### src/hdl/bitband_defines.svh
// Address map, alias field and access size constants for the bit-band remapper.
// Assumes a 32-bit byte-addressed bus with little-endian byte lanes.
`ifndef BITBAND_DEFINES_SVH
`define BITBAND_DEFINES_SVH

`define SRAM_BAND_BASE 32'h2000_0000
`define SRAM_BAND_LAST 32'h2000_FFFF
`define SRAM_ALIAS_BASE 32'h2200_0000
`define SRAM_ALIAS_LAST 32'h221F_FFFF
`define PERI_BAND_BASE 32'h4000_0000
`define PERI_BAND_LAST 32'h400F_FFFF
`define PERI_ALIAS_BASE 32'h4200_0000
`define PERI_ALIAS_LAST 32'h43FF_FFFF
`define ALIAS_WORD_SHIFT 5
`define ALIAS_BIT_LSB 2
`define ALIAS_BIT_MSB 4
`define BAND_OFFSET_BITS 20
`define SIZE_BYTE 2'h0
`define SIZE_HALF 2'h1
`define SIZE_WORD 2'h2

`endif

### src/hdl/bitband_pkg.sv
// Types shared by the bit-band remapper files.
// Assumes bitband_defines.svh is on the include path.
package bitband_pkg;
    typedef enum logic [1:0] {
        ST_IDLE = 2'b00,
        ST_PASS = 2'b01,
        ST_RD = 2'b10,
        ST_WR = 2'b11
    } state_t;

    typedef enum logic [1:0] {
        REG_NONE = 2'b00,
        REG_SRAM = 2'b01,
        REG_PERI = 2'b10
    } region_t;
endpackage

### src/hdl/alias_decode.sv
// Alias address decoder: region classification and target computation.
// Assumes a combinational use inside the remapper.
`timescale 1ns/100ps
`include "bitband_defines.svh"

module alias_decode (
    input wire logic [31:0] addr_i,
    input wire logic fetch_i,
    output bitband_pkg::region_t region_o,
    output logic fetch_fault_o,
    output logic [31:0] target_o,
    output logic [2:0] bit_o
);
    import bitband_pkg::*;

    logic in_sram;
    logic in_peri;
    logic [31:0] base;
    logic [31:0] offs;

    assign in_sram = (addr_i >= `SRAM_ALIAS_BASE) && (addr_i <= `SRAM_ALIAS_LAST);
    assign in_peri = (addr_i >= `PERI_ALIAS_BASE) && (addr_i <= `PERI_ALIAS_LAST);
    assign base = in_peri ? `PERI_BAND_BASE : `SRAM_BAND_BASE;
    assign offs = addr_i - (in_peri ? `PERI_ALIAS_BASE : `SRAM_ALIAS_BASE);

    always_comb begin
        // RL3 fetches not remapped
        if (in_sram && !fetch_i)
            region_o = REG_SRAM;
        else if (in_peri && !fetch_i)
            region_o = REG_PERI;
        else
            region_o = REG_NONE;
    end

    // RL5 alias fetch forbidden
    assign fetch_fault_o = in_peri && fetch_i;

    // RL7 offset is byte*32 plus bit*4
    assign target_o = base + {12'h000, offs[`ALIAS_WORD_SHIFT +: `BAND_OFFSET_BITS]};
    // RL8 bit number 0 to 7
    assign bit_o = offs[`ALIAS_BIT_MSB:`ALIAS_BIT_LSB];
endmodule

### src/hdl/bitband_remap.sv
// Bit-band alias remapper between the core data bus and memory bus.
// Assumes a simple valid/ready request bus on both sides and one clock.
// What this block does
// RL1: Bit-band regions are the low 64 KB of SRAM with a 2 MB alias and the low 1 MB of peripheral space with a 32 MB alias.
// RL2: Direct accesses to the SRAM bit-band range behave as plain SRAM accesses.
// RL3: Data accesses to the SRAM alias are remapped to bits; fetches there pass unremapped.
// RL4: Direct accesses to the peripheral bit-band range behave as plain peripheral accesses.
// RL5: Data accesses to the peripheral alias are remapped; fetches there are refused with an error.
// RL6: An alias write reads the target, changes one bit and writes back as one locked sequence.
// RL7: The alias offset is 32 times the byte offset plus 4 times the bit number.
// RL8: The bit number 0 to 7 comes from address bits 4 down to 2 of the alias word.
// RL9: The memory access keeps the width of the alias access.
// RL10: Bit 0 of written data sets or clears the targeted bit.
// RL11: Bits 31 to 1 of alias write data are ignored.
// RL12: An alias read returns zero or one according to the targeted bit.
// RL13: Byte lanes are little-endian, lowest address in the least significant byte.
// RL14: Accesses outside both alias ranges pass through unchanged.
`timescale 1ns/100ps
`include "bitband_defines.svh"

module bitband_remap (
    input wire logic clk_i,
    input wire logic resetn_i,
    input wire logic req_valid_i,
    output logic req_ready_o,
    input wire logic [31:0] req_addr_i,
    input wire logic req_write_i,
    input wire logic req_fetch_i,
    input wire logic [1:0] req_size_i,
    input wire logic [31:0] req_wdata_i,
    output logic rsp_valid_o,
    output logic [31:0] rsp_rdata_o,
    output logic rsp_error_o,
    output logic mem_valid_o,
    input wire logic mem_ready_i,
    output logic [31:0] mem_addr_o,
    output logic mem_write_o,
    output logic [1:0] mem_size_o,
    output logic [31:0] mem_wdata_o,
    output logic mem_lock_o,
    input wire logic mem_rvalid_i,
    input wire logic [31:0] mem_rdata_i,
    input wire logic mem_error_i
);
    import bitband_pkg::*;

    typedef struct packed {
        state_t st;
        logic write;
        logic [31:0] addr;
        logic [1:0] size;
        logic [31:0] wdata;
        logic [4:0] bitpos;
        logic wbit;
        logic issued;
        logic rsp_valid;
        logic [31:0] rdata;
        logic rsp_error;
    } regs_t;

    regs_t q_r;
    regs_t q_nxt;
    region_t region;
    logic fetch_fault;
    logic [31:0] target;
    logic [2:0] bitn;
    logic [4:0] lane_bit;
    logic [31:0] mask;
    logic [31:0] merged;

    ////////////////////////////////////////////////////////////////////////
    alias_decode i_alias_decode (
        .addr_i(req_addr_i),
        .fetch_i(req_fetch_i),
        .region_o(region),
        .fetch_fault_o(fetch_fault),
        .target_o(target),
        .bit_o(bitn)
    );

    // RL13 lane position little-endian
    assign lane_bit = {target[1:0], bitn};
    assign mask = 32'h0000_0001 << q_r.bitpos;
    // RL10 set or clear from bit 0
    assign merged = q_r.wbit ? (mem_rdata_i | mask) : (mem_rdata_i & ~mask);

    ////////////////////////////////////////////////////////////////////////
    assign req_ready_o = (q_r.st == ST_IDLE) && !q_r.rsp_valid;
    assign rsp_valid_o = q_r.rsp_valid;
    assign rsp_rdata_o = q_r.rdata;
    assign rsp_error_o = q_r.rsp_error;
    assign mem_valid_o = (q_r.st != ST_IDLE) && !q_r.issued;
    assign mem_addr_o = q_r.addr;
    // RL9 width kept
    assign mem_size_o = q_r.size;
    assign mem_write_o = (q_r.st == ST_WR) || ((q_r.st == ST_PASS) && q_r.write);
    assign mem_wdata_o = q_r.wdata;
    // RL6 bus held across the pair
    assign mem_lock_o = (q_r.st == ST_RD) || (q_r.st == ST_WR);

    always_comb begin
        q_nxt = q_r;
        q_nxt.rsp_valid = 1'b0;
        case (q_r.st)
            ST_IDLE: begin
                if (req_valid_i && req_ready_o) begin
                    q_nxt.write = req_write_i;
                    q_nxt.size = req_size_i;
                    q_nxt.issued = 1'b0;
                    q_nxt.rsp_error = 1'b0;
                    if (fetch_fault) begin
                        // RL5 alias fetch refused
                        q_nxt.rsp_valid = 1'b1;
                        q_nxt.rsp_error = 1'b1;
                        q_nxt.rdata = 32'h0000_0000;
                    end else if (region == REG_NONE) begin
                        // RL2 RL4 RL14 plain pass-through
                        q_nxt.st = ST_PASS;
                        q_nxt.addr = req_addr_i;
                        q_nxt.wdata = req_wdata_i;
                    end else begin
                        // RL1 RL7 remapped target
                        q_nxt.st = ST_RD;
                        q_nxt.addr = target;
                        q_nxt.bitpos = lane_bit;
                        // RL11 upper bits dropped
                        q_nxt.wbit = req_wdata_i[0];
                    end
                end
            end
            ST_PASS: begin
                if (mem_valid_o && mem_ready_i)
                    q_nxt.issued = 1'b1;
                if (mem_rvalid_i) begin
                    q_nxt.st = ST_IDLE;
                    q_nxt.rsp_valid = 1'b1;
                    q_nxt.rdata = mem_rdata_i;
                    q_nxt.rsp_error = mem_error_i;
                end
            end
            ST_RD: begin
                if (mem_valid_o && mem_ready_i)
                    q_nxt.issued = 1'b1;
                if (mem_rvalid_i) begin
                    q_nxt.issued = 1'b0;
                    if (mem_error_i || !q_r.write) begin
                        // RL12 zero-extended bit
                        q_nxt.st = ST_IDLE;
                        q_nxt.rsp_valid = 1'b1;
                        q_nxt.rsp_error = mem_error_i;
                        q_nxt.rdata = {31'h0000_0000, mem_rdata_i[q_r.bitpos]};
                    end else begin
                        // RL6 write back modified word
                        q_nxt.st = ST_WR;
                        q_nxt.wdata = merged;
                    end
                end
            end
            ST_WR: begin
                if (mem_valid_o && mem_ready_i)
                    q_nxt.issued = 1'b1;
                if (mem_rvalid_i) begin
                    q_nxt.st = ST_IDLE;
                    q_nxt.rsp_valid = 1'b1;
                    q_nxt.rsp_error = mem_error_i;
                    q_nxt.rdata = 32'h0000_0000;
                end
            end
            default: q_nxt.st = ST_IDLE;
        endcase
    end

    always_ff @(posedge clk_i) begin
        if (!resetn_i)
            q_r <= '0;
        else
            q_r <= q_nxt;
    end
endmodule

### config.mk
export PLATFORM = sky130hd
export DESIGN_NAME = bitband_remap
export DESIGN_NICKNAME = d
export VERILOG_FILES = /design/src/hdl/bitband_pkg.sv /design/src/hdl/alias_decode.sv /design/src/hdl/bitband_remap.sv
export VERILOG_INCLUDE_DIRS = /design/src /design/src/hdl
export SDC_FILE = /design/constraint.sdc
export NUM_CORES = 1
export LEC_CHECK = 0
export BUFFER_PORTS_ARGS = -buffer_cell sky130_fd_sc_hd__buf_4
export CAP_MARGIN = 20
export CORE_MARGIN = 8
export CORE_UTILIZATION = 52
export DETAILED_ROUTE_END_ITERATION = 10
export GPL_TIMING_DRIVEN = 0
export PLACE_DENSITY = 0.78
export REMOVE_ABC_BUFFERS = 1
export SLEW_MARGIN = 0
export SYNTH_ARGS = -nofsm -noshare
export SYNTH_HDL_FRONTEND = slang
export SYNTH_SLANG_ARGS = --single-unit
### constraint.sdc
create_clock -name clk_i -period 2.95 [get_ports clk_i]
set_input_delay 0.59 -clock clk_i [delete_from_list [all_inputs] [get_ports clk_i]]
set_output_delay 0.59 -clock clk_i [all_outputs]
set_load 0.005 [all_outputs]
==> impl_metrics.toml, run 1 <==
[cts]
cts_sinks = 110
postCtsHoldBufs = 0
tritoncts = "yes"
htreeDepth = 3
clkLatencyLatePin_ns = 0.35
clockRootBuffer = "clkbuf_16"
cts_inserted_buffers = 9
cts.clk_slew.worst_paths_ns = 0.08
ctsLongestPathBuffers = 2

[timing]
fmax_mhz = 355.5
setup_viol = 0
final-max-slew-violation-count = 0
timing.final.crit_share = 0.9536
relSlewSlack = 0.3242
holdWs_ns = 0.4497
fin_crit_ns = 2.813
worst_slack_ns = 0.1369
hold_violations = 0
rsz0062_at_grt = "false"
fin_worst_skew_ns = 0.009346
tightest_slew_ns = 1.012

[worst_setup_path]
crit_arrival_ns = 3.04
worstReg2RegEnd = "mem_addr_o[26]$_SDFFE_PN0P_"
ff2ff_path_depth = 6
crit_required_ns = 3.17
regToRegSetupSlack_ns = 0.23
crit_type = "input port to flip-flop"
worstPathMaxFanout = 22
critPathLaunchType = "input port"
r2r-start = "q_r[109]$_SDFFE_PN0P_"
cp-end-kind = "flip-flop"

[finish]
area_growth_pct = 18.87
final_core_util = 0.6352
final_nets = 921
instances_no_fill = 966
drive_gt1_frac = 0.3895
diodes = 0

[die]
core_area_um2 = 12010
dieWidth_um = 127.1
rows = 40
io_pins = 210
start_util = 0.5344
dieArea_um2 = 16150
die_h_um = 127.1

[routing]
wl_um = 20650
drt_iter0_markers = 550
wl_per_cell_um = 21.38
vias = 5931
drc = 0
viasPerCell = 6.140
ant_nets = 0
first_pass_iters = 6

[placed_design]
place.gp.congestion = 0.8311
io_buffers = 209
dp_hpwl_um = 14700
place_ws_ns = -0.6044
dpl.cell_count = 949

[synthesis]
synth-seq-cells = 110
syn_area_um2 = 6419
synth_cell_type_count = 42
async_reset_ff_frac = 0
synth_top_flop_cell = "dfxtp_1"
syn_inst = 753
synth-seq-area-share = 0.3431
avgSynthCellArea_um2 = 8.524
synth-edff-count = 0
synth_warnings = 0

[power_and_ir_drop]
p_int_uw = 2736
clkPwrFrac = 0.300
p_sw_frac = 0.2990
p_leak_uw = 0.003012
total_power_uw = 3903
irDropWorstVdd_mv = 0.3106
p_sw_uw = 1167
p_per_area_nw_per_um2 = 511.5
seqPwrFrac = 0.438
combinationalPowerShare = 0.263

[job]
maxCapViolations = 0

[worst_hold_path]
min_from = "req_addr_i[25]"
hp-class = "input port to flip-flop"
min_to = "mem_addr_o[25]$_SDFFE_PN0P_"
min_path_cells = 2

[global_route]
grt_pass1_wl_um = 31450
grt_pass1_vias = 5922
grt_max_degree = 63
grt-ovfl-total = 0
antenna_found_initial = 0
track_usage = 0.2401

[run_status]
status = "finished clean"
## per-stage QoR
stage,cell area (um^2),setup TNS [ns]
2_1_floorplan,5384,-36.93
3_3_place_gp,7137,-172.11
3_5_place_dp,7301,-29.64
4_1_cts,7591,0
5_1_grt,7630,0
6_report,7630,0
## critical path: stages
cell and delay (ns):
buf_4 0.12, or4b_4 0.58, or3_4 0.46, a21o_1 0.21
a221o_4 0.54, buf_16 0.20, a21oi_1 0.24, a211oi_2 0.08
## power by group through the flow
stage               clock network (uW)  logic [uW]  registers [uW]
floorplan                            0         443            1730
global placement                     0         929            1730
detailed placement                   0        1000            1740
CTS                               1180        1010            1710
global route                      1240        1100            1720
finish                            1170        1030            1710
## per-layer routing
metal  routed length (um)  track usage  up-vias
met3                 1823      0.06448       50
met2                10090       0.3989      333
met1                 8010       0.2814     2807
met5                    0            0        -
met4                  729       0.1169        0
li1                     -            -     2741
## cell type report
| class | count | area [um^2] |
|---|---|---|
| fill | 1002 | 4382 |
| multi-input combinational | 473 | 3228 |
| sequential | 110 | 2202 |
| timing repair buffer | 217 | 1722 |
| clock buffer | 12 | 256.5 |
| tap | 147 | 183.9 |
| clock inverter | 3 | 20.02 |
| inverter | 4 | 17.52 |
## synth_stat cells, types with 9 or more instances
library cell	count	area, um^2
o21ai_0	59	295.3
a22oi_1	67	503.0
a22o_1	9	78.83
mux2_2	33	371.6
nand2_1	29	108.9
mux2i_1	9	90.09
nand3_1	16	80.08
a21oi_1	75	375.4
dfxtp_1	110	2202
clkbuf_1	58	217.7
a211oi_2	30	375.4
buf_4	98	735.7
nor2_1	82	307.8
## cells by family (layout without fill, tap and decap cells)
group,after synthesis,in the layout,synth area share
AND/OR/NAND/NOR,164,165,0.1140
flip-flops,110,110,0.3431
multiplexers,50,50,0.1000
buffers and inverters,171,236,0.1635
AO/OA/AOI/OAI,258,258,0.2793
## layout by cell type (no fill, tap or decap), drive strengths merged, types with 6 or more instances in the layout
cell type / count
mux4: 8
o21ai: 60
mux2i: 9
dfxtp: 110
nor3: 8
nand4: 6
nor2: 82
a22o: 9
mux2: 33
a21oi: 75
nand3: 16
a211oi: 33
a22oi: 67
buf: 217
nor2b: 8
clkbuf: 12
nand2: 29
## flip-flops by register name (all words and copies together), names as in the netlist
| signal | cells |
|---|---|
| mem_wdata_o | 32 |
| rsp_rdata_o | 32 |
| mem_addr_o | 32 |
| rsp_valid_o | 1 |
| mem_size_o | 2 |
| q_r | 10 |
| rsp_error_o | 1 |
## worst max path at each step
stage | startpoint | end | cells past startpoint
after floorplan | q_r[109]$_SDFFE_PN0P_ | mem_addr_o[20]$_SDFFE_PN0P_ | 5
after global placement | q_r[109]$_SDFFE_PN0P_ | mem_addr_o[26]$_SDFFE_PN0P_ | 5
after detailed placement | req_addr_i[28] | mem_wdata_o[19]$_SDFFE_PN0P_ | 7
after CTS | req_addr_i[28] | mem_wdata_o[0]$_SDFFE_PN0P_ | 7
after global routing | req_addr_i[28] | mem_wdata_o[1]$_SDFFE_PN0P_ | 7
final | req_addr_i[28] | mem_wdata_o[19]$_SDFFE_PN0P_ | 8
## repair_timing
action,in CTS,in global routing
pin swaps,1,1
setup endpoints to repair,38,41
resized for setup,5,5
setup buffers,0,0
gates cloned,0,1
Power figures use the tool's default switching activity.
==> run 2, diff against run 1 <==
--- a/config.mk
+++ b/config.mk
@@ -9,10 +9,10 @@
 export BUFFER_PORTS_ARGS = -buffer_cell sky130_fd_sc_hd__buf_4
 export CAP_MARGIN = 20
 export CORE_MARGIN = 8
-export CORE_UTILIZATION = 52
+export CORE_UTILIZATION = 50
 export DETAILED_ROUTE_END_ITERATION = 10
 export GPL_TIMING_DRIVEN = 0
-export PLACE_DENSITY = 0.78
+export PLACE_DENSITY = 0.75
 export REMOVE_ABC_BUFFERS = 1
 export SLEW_MARGIN = 0
 export SYNTH_ARGS = -nofsm -noshare
==> impl_metrics.toml, run 2 (same netlist as run 1, synthesis figures left out) <==
[run_status]
status = "finished clean"

[finish]
area_growth_pct = 20.94
final_cell_mix = "211 x buf_4, 110 x dfxtp_1, 81 x nor2_1"
fillers = 1021
final_common_cell = "buf_4"
final_nets = 924
diodes = 0
drive_gt1_frac = 0.3917

[timing]
final-max-slew-violation-count = 0
fin_tns_setup_ns = 0
setup_viol = 0
timing.final.crit_share = 0.9889
hold_violations = 0
fin_worst_skew_ns = 0.007961
fin_crit_ns = 2.917
fmax_mhz = 342.8
relSlewSlack = 0.3019
tightest_slew_ns = 1.046
holdWs_ns = 0.4558

[power_and_ir_drop]
combinationalPowerShare = 0.252
irDropWorstVdd_mv = 0.3104
p_sw_frac = 0.2841
p_per_area_nw_per_um2 = 524.4
p_int_uw = 2914
p_leak_uw = 0.003065
seqPwrFrac = 0.420
clkPwrFrac = 0.329
p_sw_uw = 1156

[placed_design]
dp_hpwl_um = 14570
place.gp.congestion = 0.8735
io_buffers = 209

[worst_setup_path]
cp-end-kind = "flip-flop"
worstPathMaxFanout = 23
crit_type = "input port to flip-flop"
crit_required_ns = 3.22
crit_arrival_ns = 3.19
critPathLaunchType = "input port"

[routing]
viasPerCell = 6.021
ant_nets = 0
drt_iter0_markers = 621
wl_per_cell_um = 20.47
drc = 0
wl_um = 20350
first_pass_iters = 5
vias = 5985

[global_route]
busiest_layer = "met2"
grt_max_degree = 62
track_usage = 0.2335
grt_pass1_wl_um = 31040
grt-ovfl-total = 0
use_met3 = 0.06409
antenna_found_initial = 0
gr-usage-met2 = 0.3725
met1_usage = 0.2776
grt_pass1_vias = 5906

[job]
maxCapViolations = 0

[die]
die_h_um = 129.3
core_area_um2 = 12570
dieWidth_um = 129.3
dieArea_um2 = 16720
rows = 41
start_util = 0.5107
io_pins = 210

[cts]
clkLatencyLatePin_ns = 0.36
htreeDepth = 3
clockRootBuffer = "clkbuf_16"
postCtsHoldBufs = 0
ctsLongestPathBuffers = 2
cts.clk_slew.worst_paths_ns = 0.07
tritoncts = "yes"
cts_sinks = 110
cts_inserted_buffers = 9

[worst_hold_path]
hp-class = "input port to flip-flop"
==> run 2: cell types whose count changed in the layout (fill, tap and decap cells not counted) <==
cell | before | now
buf_16 | 4 | 6
bufinv_16 | 0 | 2
clkinvlp_4 | 2 | 0
or3_2 | 0 | 2
a21o_1 | 1 | 2
a21o_2 | 1 | 0
buf_4 | 210 | 211
buf_8 | 2 | 1
clkbuf_1 | 1 | 0
clkinv_2 | 1 | 2
nand2_2 | 1 | 0
nand2_4 | 0 | 1
or3_4 | 2 | 1
==> run 2: layer usage <==
layer | wire length, um | vias to the layer above
met3 | 1951 | 57
li1 | - | 2749
met4 | 825 | 0
met1 | 7916 | 2865
met5 | 0 | -
met2 | 9652 | 314
==> run 2: power by group through the flow <==
stage	clock (uW)	sequential (uW)	combinational, uW
after floorplan	0	1730	443
after global placement	0	1730	929
after detailed placement	0	1740	998
after CTS	1350	1710	1010
after global routing	1400	1720	1110
final	1340	1710	1020
==> run 2: path summary, 6_finish.rpt <==
path | slack [ns] | start | depth (start not counted) | to
worst max-delay path | 0.03 | req_addr_i[28] | 7 | mem_wdata_o[0]$_SDFFE_PN0P_
worst min-delay path | 0.46 | req_addr_i[24] | 2 | mem_addr_o[24]$_SDFFE_PN0P_
worst max register to register | 0.24 | q_r[109]$_SDFFE_PN0P_ | 6 | mem_addr_o[25]$_SDFFE_PN0P_
worst min register to register | 0.46 | mem_size_o[0]$_SDFFE_PN0P_ | 2 | mem_size_o[0]$_SDFFE_PN0P_
==> run 2: worst max-delay path: stages <==
cell and delay, ns:
buf_4 0.12, or4b_4 0.58, or3_2 0.67, o21ai_1 0.42, nand2_4 0.24, and2_4 0.32, a211oi_1 0.22
==> run 2: timing repair <==
action / 4_1_cts / 5_1_grt
pin swaps: 0 / 3
buffers inserted: 0 / 1
gates resized for setup: 8 / 2
setup endpoints to repair: 34 / 31
cloned: 1 / 1
==> run 2: area by class of cell <==
type | instances | area [um^2] | area share
clock buffers | 11 | 252.7 | 0.03256
clock inverters | 4 | 70.07 | 0.009026
inverters | 4 | 17.52 | 0.002257
multi-input cells | 474 | 3236 | 0.4168
flip-flops and latches | 110 | 2202 | 0.2837
well taps | 172 | 215.2 | 0.02772
repair buffers | 219 | 1769 | 0.2279
==> run 2: per-stage QoR <==
| stage | std cells | setup WS, ns | instance area, um^2 | total power, uW | utilization |
|---|---|---|---|---|---|
| floorplan | 586 | -0.8152 | 5384 | 2178 | - |
| detailed placement | 974 | -0.8262 | 7345 | 2734 | 0.5844 |
| global placement | 967 | -2.600 | 7168 | 2659 | 0.5703 |
| CTS | 990 | 0.03152 | 7702 | 4068 | 0.6128 |
| global route | 994 | -0.009879 | 7762 | 4234 | 0.6176 |
| finish | 994 | 0.03270 | 7762 | 4070 | 0.6176 |
